File: src/verilog/osw_pkg.sv
/*
  Package for the octal switch serial control block: widths, reset values,
  fault timer figures and the structs that carry the pin groups.
  Assumes a 100 MHz system clock; every pin group is asynchronous to it.
*/
package osw_pkg;

  ////////////////////////////////////////////////////////////////////////////
  // Widths
  localparam int OSW_NUM_OUT = 8;
  localparam int OSW_FIFO_DEPTH = 16;
  localparam int OSW_CNT_W = 16;

  ////////////////////////////////////////////////////////////////////////////
  // Reset values
  localparam logic [7:0] OSW_ALL_OFF = 8'hFF;
  localparam logic [7:0] OSW_NO_FAULT = 8'h00;
  localparam logic [OSW_CNT_W-1:0] OSW_CNT_RST = 16'h0000;
  localparam int OSW_MSB = 7;

  ////////////////////////////////////////////////////////////////////////////
  // Timing figures
  localparam int OSW_CLK_MHZ = 100;
  localparam int OSW_OPEN_DELAY_US = 50;
  localparam int OSW_SHORT_DELAY_US = 100;
  localparam int OSW_OPEN_DELAY_CYC = OSW_OPEN_DELAY_US * OSW_CLK_MHZ;
  localparam int OSW_SHORT_DELAY_CYC = OSW_SHORT_DELAY_US * OSW_CLK_MHZ;

  ////////////////////////////////////////////////////////////////////////////
  // Link state
  typedef enum logic [0:0]
  {
    OSW_LINK_IDLE = 1'b0,
    OSW_LINK_ACTIVE = 1'b1
  } osw_link_state_t;

  ////////////////////////////////////////////////////////////////////////////
  // Pin groups
  typedef struct packed
  {
    logic sclk;
    logic cs_n;
    logic si;
    logic rst_n;
  } osw_link_in_t;

  typedef struct packed
  {
    logic [7:0] overtemp;
    logic [7:0] drain_threshold;
    logic load_supply_ov;
    logic short_shutdown_select;
  } osw_fault_in_t;

endpackage : osw_pkg

File: src/verilog/osw_fifo.sv
/*
  Synchronous FIFO with valid/ready on both sides and a flush input.
  Assumes both sides run on the same clock; reset is synchronous, active high.
*/
module osw_fifo
#(
  parameter int WIDTH = 8,
  parameter int DEPTH = 16
)
(
  // Clock and reset
  input wire logic clk_i,
  input wire logic rst_i,
  input wire logic flush_i,
  // Fill side
  input wire logic in_valid_i,
  output logic in_ready_o,
  input wire logic [WIDTH-1:0] in_data_i,
  // Drain side
  output logic out_valid_o,
  input wire logic out_ready_i,
  output logic [WIDTH-1:0] out_data_o
);

  localparam int AW = $clog2(DEPTH);

  logic [WIDTH-1:0] mem [DEPTH];
  logic [AW:0] wr_ptr_reg;
  logic [AW:0] rd_ptr_reg;
  logic full;
  logic empty;
  logic push;
  logic pop;

  // Status from pointer compare
  assign empty = (wr_ptr_reg == rd_ptr_reg);
  assign full = (wr_ptr_reg[AW] != rd_ptr_reg[AW]) &&
                (wr_ptr_reg[AW-1:0] == rd_ptr_reg[AW-1:0]);
  assign in_ready_o = !full;
  assign out_valid_o = !empty;
  assign push = in_valid_i && !full;
  assign pop = out_ready_i && !empty;
  assign out_data_o = mem[rd_ptr_reg[AW-1:0]];

  // Storage write
  always_ff @(posedge clk_i)
  begin
    if (push)
    begin
      mem[wr_ptr_reg[AW-1:0]] <= in_data_i;
    end
  end

  // Pointers
  always_ff @(posedge clk_i)
  begin
    if (rst_i || flush_i)
    begin
      wr_ptr_reg <= '0;
      rd_ptr_reg <= '0;
    end
    else
    begin
      if (push)
      begin
        wr_ptr_reg <= wr_ptr_reg + 1'b1;
      end
      if (pop)
      begin
        rd_ptr_reg <= rd_ptr_reg + 1'b1;
      end
    end
  end

endmodule : osw_fifo

File: src/verilog/osw_serial_ctrl.sv
/*
  Serial control and fault status logic of an eight channel low side switch.
  The serial clock, chip select, data in, reset pin and all fault inputs
  come from outside the clock domain and are sampled by MCLK_I.
  The master is expected to keep the serial clock well below MCLK_I / 4.
*/

////////////////////////////////////////////////////////////////////////////////
// Behaviour
// - Chip select fall enables data out and loads the eight status bits.
// - Chip select rise queues the shift register in the command buffer for the output latch.
// - Data out changes on each serial clock rise while selected.
// - Data in is sampled on the serial clock fall.
// - Eight bit command, one bit per output; low is on, high is off.
// - Status shifted out shows the outputs from the previous command.
// - Per output temperature, open load and short faults; global over-voltage.
// - Over-temperature shutdown of one output is independent of serial pins.
// - An over-temperature shut output reports off though commanded on.
// - After cooling, an output returns on only after a later on command.
// - Over-voltage holds all outputs off until cleared and rewritten.
// - First transfer after over-voltage returns all ones.
// - One drain comparator per output: open load when off, short when on.
// - Each applied command word starts a fault delay masking open load results.
// - Open load indication clears by itself when the load returns.
// - Status bit high for an off output, low for an on output.
// - Bits shift most significant first; first bit is output seven.
// - Active low reset pin sets the shift register to all ones, all outputs off.
// - With short shutdown on, a shorted output stays off until next write.
module osw_serial_ctrl
#(
  parameter int OPEN_DELAY_CYC = osw_pkg::OSW_OPEN_DELAY_CYC,
  parameter int SHORT_DELAY_CYC = osw_pkg::OSW_SHORT_DELAY_CYC
)
(
  // Clock and reset
  input wire logic MCLK_I,
  input wire logic SYS_RST_I,
  // Serial link pins
  input wire osw_pkg::osw_link_in_t LINK_I,
  output logic SO_O,
  output logic SO_OE_O,
  // Fault sense inputs
  input wire osw_pkg::osw_fault_in_t FAULT_I,
  // Command word stream control
  input wire logic LATCH_HOLD_I,
  output logic CMD_READY_O,
  // Power switch gate controls, high turns a switch on
  output logic [7:0] SWITCH_ON_O
);

  import osw_pkg::*;

  ////////////////////////////////////////////////////////////////////////////
  // Declarations
  osw_link_in_t link_meta_reg;
  osw_link_in_t link_sync_reg;
  osw_fault_in_t fault_meta_reg;
  osw_fault_in_t fault_sync_reg;
  logic sclk_prev_reg;
  logic cs_n_prev_reg;
  logic hold_meta_reg;
  logic hold_sync_reg;
  logic sclk_rise;
  logic sclk_fall;
  logic cs_fall;
  logic cs_rise;
  logic pin_reset;
  osw_link_state_t link_state_reg;
  logic [7:0] shift_reg;
  logic [7:0] shift_next;
  logic so_reg;
  logic [7:0] cmd_latch_reg;
  logic [7:0] status_word;
  logic [7:0] drive_on;
  logic [7:0] ot_trip_reg;
  logic [7:0] short_trip_reg;
  logic ov_hold_reg;
  logic [OSW_CNT_W-1:0] delay_cnt_reg;
  logic open_masked;
  logic short_masked;
  logic fifo_out_valid;
  logic [7:0] fifo_out_data;
  logic apply;

  // True when a command bit asks for the output on
  function automatic logic cmd_is_on(input logic cmd_bit);
    cmd_is_on = (cmd_bit == 1'b0);
  endfunction : cmd_is_on

  // Status bit of one output from its drive and drain level
  function automatic logic status_bit(input logic on, input logic drain_hi,
                                      input logic mask_open);
    if (on)
    begin
      status_bit = drain_hi;
    end
    else
    begin
      status_bit = mask_open ? 1'b1 : drain_hi;
    end
  endfunction : status_bit

  ////////////////////////////////////////////////////////////////////////////
  // Input synchronisers
  // Two stage sampling of every pin group
  always_ff @(posedge MCLK_I)
  begin
    if (SYS_RST_I)
    begin
      link_meta_reg <= '{sclk: 1'b0, cs_n: 1'b1, si: 1'b0, rst_n: 1'b0};
      link_sync_reg <= '{sclk: 1'b0, cs_n: 1'b1, si: 1'b0, rst_n: 1'b0};
      hold_meta_reg <= 1'b0;
      hold_sync_reg <= 1'b0;
    end
    else
    begin
      link_meta_reg <= LINK_I;
      link_sync_reg <= link_meta_reg;
      hold_meta_reg <= LATCH_HOLD_I;
      hold_sync_reg <= hold_meta_reg;
    end
  end

  // Fault and comparator inputs, two stages before use
  always_ff @(posedge MCLK_I)
  begin
    if (SYS_RST_I)
    begin
      fault_meta_reg <= '0;
      fault_sync_reg <= '0;
    end
    else
    begin
      fault_meta_reg <= FAULT_I;
      fault_sync_reg <= fault_meta_reg;
    end
  end

  // Previous levels for edge detection
  always_ff @(posedge MCLK_I)
  begin
    if (SYS_RST_I)
    begin
      sclk_prev_reg <= 1'b0;
      cs_n_prev_reg <= 1'b1;
    end
    else
    begin
      sclk_prev_reg <= link_sync_reg.sclk;
      cs_n_prev_reg <= link_sync_reg.cs_n;
    end
  end

  // Edge strobes
  assign sclk_rise = link_sync_reg.sclk && !sclk_prev_reg;
  assign sclk_fall = !link_sync_reg.sclk && sclk_prev_reg;
  assign cs_fall = !link_sync_reg.cs_n && cs_n_prev_reg;
  assign cs_rise = link_sync_reg.cs_n && !cs_n_prev_reg;
  assign pin_reset = !link_sync_reg.rst_n;

  ////////////////////////////////////////////////////////////////////////////
  // Link state
  // Selected from chip select fall until its rise
  always_ff @(posedge MCLK_I)
  begin
    if (SYS_RST_I)
      link_state_reg <= OSW_LINK_IDLE;
    else
      case (link_state_reg)
        OSW_LINK_IDLE:
          if (cs_fall)
            link_state_reg <= OSW_LINK_ACTIVE;
        OSW_LINK_ACTIVE:
          if (cs_rise)
            link_state_reg <= OSW_LINK_IDLE;
        default:
          link_state_reg <= OSW_LINK_IDLE;
      endcase
  end

  ////////////////////////////////////////////////////////////////////////////
  // Status word
  // Built from the present drive and drain comparators
  always_comb
  begin
    status_word = OSW_ALL_OFF;
    for (int i = 0; i < OSW_NUM_OUT; i++)
    begin
      status_word[i] = status_bit(drive_on[i], fault_sync_reg.drain_threshold[i],
                                  open_masked);
    end
    if (ov_hold_reg)
      status_word = OSW_ALL_OFF;
  end

  ////////////////////////////////////////////////////////////////////////////
  // Shift register
  // Load status on select, shift data in on clock fall, MSB first
  always_comb
  begin
    shift_next = shift_reg;
    if (cs_fall)
      shift_next = status_word;
    else if (link_state_reg == OSW_LINK_ACTIVE && sclk_fall)
      shift_next = {shift_reg[6:0], link_sync_reg.si};
  end

  always_ff @(posedge MCLK_I)
  begin
    if (SYS_RST_I || pin_reset)
      shift_reg <= OSW_ALL_OFF;
    else
      shift_reg <= shift_next;
  end

  // Data out bit; unaffected by the reset pin
  always_ff @(posedge MCLK_I)
  begin
    if (SYS_RST_I)
      so_reg <= 1'b1;
    else if (cs_fall)
      so_reg <= status_word[OSW_MSB];
    else if (link_state_reg == OSW_LINK_ACTIVE && sclk_rise)
      so_reg <= shift_reg[OSW_MSB];
  end

  assign SO_O = so_reg;
  assign SO_OE_O = (link_state_reg == OSW_LINK_ACTIVE);

  ////////////////////////////////////////////////////////////////////////////
  // Command word buffer
  // Each completed word is queued on chip select rise while the buffer is not full
  osw_fifo
  #(
    .WIDTH(OSW_NUM_OUT),
    .DEPTH(OSW_FIFO_DEPTH)
  )
  u_cmd_fifo
  (
    .clk_i(MCLK_I),
    .rst_i(SYS_RST_I),
    .flush_i(pin_reset),
    .in_valid_i(cs_rise),
    .in_ready_o(CMD_READY_O),
    .in_data_i(shift_reg),
    .out_valid_o(fifo_out_valid),
    .out_ready_i(!hold_sync_reg),
    .out_data_o(fifo_out_data)
  );

  assign apply = fifo_out_valid && !hold_sync_reg;

  ////////////////////////////////////////////////////////////////////////////
  // Output latch
  // Words popped during over-voltage are dropped
  always_ff @(posedge MCLK_I)
  begin
    if (SYS_RST_I || pin_reset)
      cmd_latch_reg <= OSW_ALL_OFF;
    else if (fault_sync_reg.load_supply_ov)
      cmd_latch_reg <= OSW_ALL_OFF;
    else if (apply)
      cmd_latch_reg <= fifo_out_data;
  end

  // Over-voltage hold until cleared and a new word is applied
  always_ff @(posedge MCLK_I)
  begin
    if (SYS_RST_I || pin_reset)
      ov_hold_reg <= 1'b0;
    else if (fault_sync_reg.load_supply_ov)
      ov_hold_reg <= 1'b1;
    else if (apply)
      ov_hold_reg <= 1'b0;
  end

  ////////////////////////////////////////////////////////////////////////////
  // Fault delay timer
  // Restarted by each applied word, saturates at the longer delay
  always_ff @(posedge MCLK_I)
  begin
    if (SYS_RST_I)
      delay_cnt_reg <= OSW_CNT_RST;
    else if (apply)
      delay_cnt_reg <= OSW_CNT_RST;
    else if (delay_cnt_reg < SHORT_DELAY_CYC[OSW_CNT_W-1:0])
      delay_cnt_reg <= delay_cnt_reg + 1'b1;
  end

  assign open_masked = (delay_cnt_reg < OPEN_DELAY_CYC[OSW_CNT_W-1:0]);
  assign short_masked = (delay_cnt_reg < SHORT_DELAY_CYC[OSW_CNT_W-1:0]);

  ////////////////////////////////////////////////////////////////////////////
  // Per output protection
  // Trip flags: a fault in the apply cycle keeps its flag set
  generate
    for (genvar g = 0; g < OSW_NUM_OUT; g++)
    begin : g_out
      // Over-temperature trip, cleared only by a later write
      always_ff @(posedge MCLK_I)
      begin
        if (SYS_RST_I)
          ot_trip_reg[g] <= 1'b0;
        else if (fault_sync_reg.overtemp[g])
          ot_trip_reg[g] <= 1'b1;
        else if (apply)
          ot_trip_reg[g] <= 1'b0;
      end

      // Short trip when shutdown is selected and the drain stays high
      always_ff @(posedge MCLK_I)
      begin
        if (SYS_RST_I)
          short_trip_reg[g] <= 1'b0;
        else if (fault_sync_reg.short_shutdown_select && drive_on[g] && !short_masked &&
                 fault_sync_reg.drain_threshold[g])
          short_trip_reg[g] <= 1'b1;
        else if (apply)
          short_trip_reg[g] <= 1'b0;
      end

      // Effective drive of this output only
      assign drive_on[g] = cmd_is_on(cmd_latch_reg[g]) && !ot_trip_reg[g] &&
                           !short_trip_reg[g] && !ov_hold_reg;
    end
  endgenerate

  assign SWITCH_ON_O = drive_on;

endmodule : osw_serial_ctrl

File: config.mk
export PLATFORM = sky130hd
export DESIGN_NAME = osw_serial_ctrl
export DESIGN_NICKNAME = d
export VERILOG_FILES = /design/src/verilog/osw_pkg.sv /design/src/verilog/osw_fifo.sv /design/src/verilog/osw_serial_ctrl.sv
export SDC_FILE = /design/constraint.sdc
export NUM_CORES = 1
export LEC_CHECK = 0
export ABC_AREA = 1
export BUFFER_PORTS_ARGS = -buffer_cell sky130_fd_sc_hd__buf_2
export CORE_UTILIZATION = 48
export DETAILED_ROUTE_END_ITERATION = 10
export HOLD_SLACK_MARGIN = 0.05
export PLACE_DENSITY_LB_ADDON = 0.12
export REMOVE_ABC_BUFFERS = 1
export SKIP_CTS_REPAIR_TIMING = 1
export SLEW_MARGIN = 25
export SYNTH_ARGS = -nofsm -noshare
export SYNTH_HDL_FRONTEND = slang
export SYNTH_SLANG_ARGS = --single-unit
File: constraint.sdc
create_clock -name MCLK_I -period 2 [get_ports MCLK_I]
set_clock_uncertainty 0.05 [all_clocks]
set_input_delay 0.3 -clock MCLK_I [delete_from_list [all_inputs] [get_ports MCLK_I]]
set_output_delay 0.3 -clock MCLK_I [all_outputs]
set_load 0.1 [all_outputs]
==> flow_metrics.env, run 1 <==
export IMPL_netlist_instances=1027
export IMPL_setup_viol=0
export IMPL_core_um2=19530
export IMPL_critPathArrivalTime_ns=1.61
export IMPL_ir_drop_mv=0.8323
export IMPL_dp_slack_ns=0.1793
export IMPL_clock_root_buffer="clkbuf_16"
export IMPL_synth_area_leaders="edfxtp_1, dfxtp_1, nor2_1"
export IMPL_cts_htree_levels=1
export IMPL_syn_to_final_growth_pct=20.82
export IMPL_wl_per_cell_um=15.05
export IMPL_numCtsBuffers=25
export IMPL_finalCriticalPeriod_ns=1.961
export IMPL_synth_cell_types=33
export IMPL_combPwrFrac_pct=2.4
export IMPL_die_h_um=143.2
export IMPL_diodes=0
export IMPL_r2r_end="u_cmd_fifo.mem[14][6]"
export IMPL_drtAntennaViolNets=0
export IMPL_r2r_start="u_cmd_fifo.wr_ptr_reg[1]"
export IMPL_clkSlewWorstSetupHoldPaths_ns=0.06
export IMPL_cp_max_fo=8
export IMPL_ys_seq_area_share_pct=62.95
export IMPL_wirelength_um=21180
export IMPL_utilization_pct=59.23
export IMPL_maxCapViolCount=0
export IMPL_clk_latency_ns=0.52
export IMPL_seqPwrFrac_pct=51.4
export IMPL_yosysTopAreaCellShare_pct=40.15
export IMPL_grt_use_total_pct=21.28
export IMPL_vias=6834
export IMPL_portBuffers=35
export IMPL_die_area_um2=20510
export IMPL_grt_pass1_wl_um=33410
export IMPL_ys_warnings_count=0
export IMPL_clock_sinks=237
export IMPL_avgSynthCellArea_um2=9.321
export IMPL_rsz0062_at_grt="yes"
export IMPL_ff2ff_path_depth=8
export IMPL_drc_errors=0
export IMPL_run_status="finished clean"
export IMPL_p_int_w=0.008037
export IMPL_grt_max_degree=49
export IMPL_ff2ff_setup_slack_ns=0.17
export IMPL_worstSetupEndpointType="primary output"
export IMPL_final_cell_mix="nor2_1, nand2_1, edfxtp_1, dfxtp_1, inv_1"
export IMPL_power_density_nw_per_um2=870.6
export IMPL_initial_core_util_pct=49.03
export IMPL_p_sw_w=0.002033
export IMPL_whs_ns=0.2525
export IMPL_rows=51
export IMPL_cp_start_kind="flip-flop"
export IMPL_hold_viol_final=0
export IMPL_yosys_area_top_type="edfxtp_1"
export IMPL_mostFrequentLayoutCell="nor2_1"
export IMPL_syn_area_um2=9573
export IMPL_grt_overflow=0
export IMPL_drive_above_1_share_pct=13.84
export IMPL_path_class="flip-flop to primary output"
export IMPL_cp_required_ns=1.65
export IMPL_pin_count=36
export IMPL_max_freq_mhz=510.0
export IMPL_nNetsFinal=1155
export IMPL_drt_iter0_markers=507
export IMPL_power_leakage_nw=4.830
export IMPL_cts_max_path_buffers=3
export IMPL_crit_start="ov_hold_reg"
export IMPL_max_slew_margin_rel_pct=37.76
export IMPL_final_fill_count=1725
export IMPL_grt_pass1_vias=6218
export IMPL_min_path_type="input port to flip-flop"
export IMPL_first_pass_iters=5
export IMPL_synth_seq_cells=237
export IMPL_via_per_inst=4.857
export IMPL_antenna_found_initial=0
export IMPL_timing_final_crit_share_pct=98.05
export IMPL_die_x_um=143.2
export IMPL_crit_end="SWITCH_ON_O[4]"
export IMPL_largest_reg_flops=128
export IMPL_hpwl_um=13520
export IMPL_cts_tree="yes"
export IMPL_finalPower_w=0.01007
export IMPL_maxSlewViolCount=0
export IMPL_switching_share_pct=20.19
export IMPL_gp_congestion=0.8599
export IMPL_p_clk_share_pct=46.2
export IMPL_fin_ws_ns=0.03909
export IMPL_worst_pin_slew_ns=0.9324
## synthesized netlist by cell type
cell type    n
nand2_1    183
a211oi_1     1
nand2_2      1
nand4_1      1
nand3_2      5
buf_12       2
ha_1         6
nand2_4      2
o31ai_1      1
inv_1       92
nor4_1       7
buf_1        4
buf_4        1
buf_6        3
inv_2        4
o21ai_1      4
edfxtp_1   128
nor3_1      12
or2_2        2
nand3b_1     4
xnor2_1      6
nor2_1     224
dfxtp_1    109
buf_8        1
a21oi_1     28
nand3_1     73
nand3_4      1
clkinv_1     2
buf_2       18
o21ai_0     76
xor2_1      10
clkbuf_1    14
nor2_2       2
## area by class of cell
type                            instances  area [um^2]  share of cell area (%)
Clock inverter                         14        153.9                   1.331
Sequential cell                       237         6036                   52.19
Inverter                               98        367.9                   3.180
Multi-Input combinational cell        649         3003                   25.96
Clock buffer                           31        678.2                   5.863
Tap cell                              265        331.6                   2.867
Timing Repair Buffer                  113        996.0                   8.611
## power groups by stage
stage | sequential [W] | clock (W) | combinational [W]
floorplan | 0.00529 | 0 | 0.000109
global placement | 0.00528 | 0 | 0.000203
detailed placement | 0.00528 | 0 | 0.000207
CTS | 0.00518 | 0.00473 | 0.000208
global route | 0.00518 | 0.00494 | 0.000277
finish | 0.00518 | 0.00465 | 0.000243
## metrics by stage
stage | instance area (um^2) | TNS (ns) | instances
4_1_cts | 11210 | -0.7544 | 1380
2_1_floorplan | 9319 | -267.18 | 984
3_3_place_gp | 10380 | 0 | 1335
3_5_place_dp | 10380 | 0 | 1335
6_report | 11570 | 0 | 1407
5_1_grt | 11570 | -0.01432 | 1407
## per-layer routing
metal	routed length, um	global-route usage, %	vias up
li1	-	-	3523
met1	10040	29.76	3136
met2	9716	34.17	144
met3	921	3.421	31
met4	499	5.991	0
met5	0	0	-
## kinds of logic after synthesis
logic type | after synthesis | synth area share [%]
XOR/XNOR | 16 | 1.464
flip-flops | 237 | 62.95
AND/OR/NAND/NOR | 517 | 22.51
adder cells (fa/ha/maj) | 6 | 0.7842
AO/OA/AOI/OAI | 110 | 5.803
buffers and inverters | 141 | 6.496
## worst max-delay path, cell delays in order (launching register included)
cell and delay [ns]:
dfxtp_4 0.39, buf_6 0.14, nor4_4 0.21, buf_4 0.18
buf_12 0.17
## worst min path at each step
stage | from | depth (start not counted) | end
floorplan | SYS_RST_I | 1 | fault_meta_reg[0]
global placement | fault_meta_reg[4] | 2 | fault_sync_reg[4]
detailed placement | fault_meta_reg[5] | 2 | fault_sync_reg[5]
CTS | LINK_I[2] | 2 | link_meta_reg[2]
global route | SYS_RST_I | 4 | ov_hold_reg
finish | SYS_RST_I | 4 | ov_hold_reg
Power figures use the tool's default switching activity.
==> inputs of run 2 (changes only) <==
--- a/config.mk
+++ b/config.mk
@@ -11,6 +11,7 @@
 export DETAILED_ROUTE_END_ITERATION = 10
 export HOLD_SLACK_MARGIN = 0.05
 export PLACE_DENSITY_LB_ADDON = 0.12
+export RECOVER_POWER = 25
 export REMOVE_ABC_BUFFERS = 1
 export SKIP_CTS_REPAIR_TIMING = 1
 export SLEW_MARGIN = 25
==> run 2 against run 1 <==
Against the previous run:
- die area is the same
- via count increased by 0.12%
- setup slack improved by 0.0037 ns
- maximum frequency up 0.19%
==> flow_metrics.env, run 2 (synthesized netlist as in run 1, its figures left out) <==
export IMPL_run_status="finished clean"
export IMPL_antenna_found_initial=0
export IMPL_first_pass_iters=5
export IMPL_gp_congestion=0.8599
export IMPL_r2r_start="u_cmd_fifo.wr_ptr_reg[1]"
export IMPL_grt_use_total_pct=21.28
export IMPL_final_fill_count=1729
export IMPL_grt_pass1_wl_um=33410
export IMPL_ff2ff_path_depth=8
export IMPL_die_x_um=143.2
export IMPL_ir_drop_mv=0.8324
export IMPL_critPathArrivalTime_ns=1.61
export IMPL_cp_start_kind="flip-flop"
export IMPL_crit_end="SWITCH_ON_O[4]"
export IMPL_maxCapViolCount=0
export IMPL_power_leakage_nw=4.818
export IMPL_maxSlewViolCount=0
export IMPL_worstSetupEndpointType="primary output"
export IMPL_core_um2=19530
export IMPL_portBuffers=35
export IMPL_grt_max_degree=49
export IMPL_wl_per_cell_um=15.07
export IMPL_worst_pin_slew_ns=1.052
export IMPL_mostFrequentLayoutCell="nor2_1"
export IMPL_grt_overflow=0
export IMPL_final_cell_mix="nor2_1, nand2_1, edfxtp_1, dfxtp_1, inv_1"
export IMPL_die_h_um=143.2
export IMPL_fin_area_um2=11550
export IMPL_path_class="flip-flop to primary output"
export IMPL_setup_viol=0
export IMPL_timing_final_crit_share_pct=97.86
export IMPL_clk_latency_ns=0.52
export IMPL_clock_sinks=237
export IMPL_vias=6842
export IMPL_drtAntennaViolNets=0
export IMPL_clkSlewWorstSetupHoldPaths_ns=0.06
export IMPL_cts_htree_levels=1
export IMPL_hpwl_um=13520
export IMPL_drc_errors=0
export IMPL_initial_core_util_pct=49.03
export IMPL_grt_pass1_vias=6218
export IMPL_die_area_um2=20510
export IMPL_placed_area_um2=10380
export IMPL_crit_start="ov_hold_reg"
export IMPL_cp_required_ns=1.65
export IMPL_wirelength_um=21200
export IMPL_nNetsFinal=1155
export IMPL_min_path_type="input port to flip-flop"
export IMPL_finalCriticalPeriod_ns=1.957
export IMPL_finalPower_w=0.01007
export IMPL_cts_max_path_buffers=3
export IMPL_pin_count=36
export IMPL_ff2ff_setup_slack_ns=0.20
export IMPL_clock_root_buffer="clkbuf_16"
export IMPL_r2r_end="u_cmd_fifo.mem[14][6]"
export IMPL_syn_to_final_growth_pct=20.66
export IMPL_hold_viol_final=0
export IMPL_cp_max_fo=8
export IMPL_cts_tree="yes"
export IMPL_max_freq_mhz=510.9
export IMPL_power_density_nw_per_um2=872.0
export IMPL_hold_depth=4
export IMPL_drt_iter0_markers=522
export IMPL_max_slew_margin_rel_pct=29.88
export IMPL_diodes=0
export IMPL_layout_cells_non_filler=1407
export IMPL_rsz0062_at_grt="yes"
export IMPL_drive_above_1_share_pct=13.49
export IMPL_via_per_inst=4.863
export IMPL_tns_ns=0
export IMPL_fin_ws_ns=0.04281
export IMPL_numCtsBuffers=25
export IMPL_dp_slack_ns=0.1793
export IMPL_post_place_cells=1335
export IMPL_rows=51
export IMPL_largest_reg_flops=128
==> run 2: cell types whose count changed in the layout (fill, tap and decap cells not counted) <==
| cell | previous run | this run |
|---|---|---|
| buf_2 | 27 | 26 |
| clkbuf_1 | 3 | 7 |
| buf_4 | 48 | 44 |
| clkbuf_2 | 0 | 1 |
==> run 2: worst min-delay path by stage <==
stage | startpoint | end | slack, ns
floorplan | SYS_RST_I | fault_meta_reg[0] | 0.32
global placement | fault_meta_reg[4] | fault_sync_reg[4] | 0.34
detailed placement | fault_meta_reg[5] | fault_sync_reg[5] | 0.34
CTS | LINK_I[2] | link_meta_reg[2] | -0.11
global route | SYS_RST_I | ov_hold_reg | 0.34
finish | SYS_RST_I | ov_hold_reg | 0.29
==> run 2: per-stage QoR <==
step | hold slack (ns) | util [%]
6_report | 0.2870 | 59.16
5_1_grt | 0.3403 | 59.16
4_1_cts | -0.1073 | 57.42
3_5_place_dp | 0.3425 | 53.16
3_3_place_gp | 0.3388 | 53.16
2_1_floorplan | 0.3212 | -
==> run 2: final cells by class <==
cell class	count	area (um^2)	share of cell area [%]
multi-input combinational	649	3003	26.00
sequential	237	6036	52.25
timing repair buffer	113	980.9	8.492
clock inverter	14	153.9	1.332
tap	265	331.6	2.870
clock buffer	31	678.2	5.871
inverter	98	367.9	3.185
==> run 2: power breakdown <==
part	internal, W	leakage (nW)	switching (W)
Combinational	0.000100	2.09	0.000142
Sequential	0.00515	2.32	0.0000308
Clock	0.00279	0.408	0.00186
==> run 2: critical path, cell delays in order, from the launching register on <==
cell,delay [ns]
dfxtp_4,0.39
buf_6,0.14
nor4_4,0.21
buf_4,0.18
buf_12,0.17
==> run 2: layer usage <==
metal	vias to the layer above	part of all wire (%)	GRT usage (%)
li1	3525	-	-
met1	3125	47	29.76
met2	159	45	34.17
met3	33	4.7	3.421
met4	0	2.6	5.991
met5	-	0	0
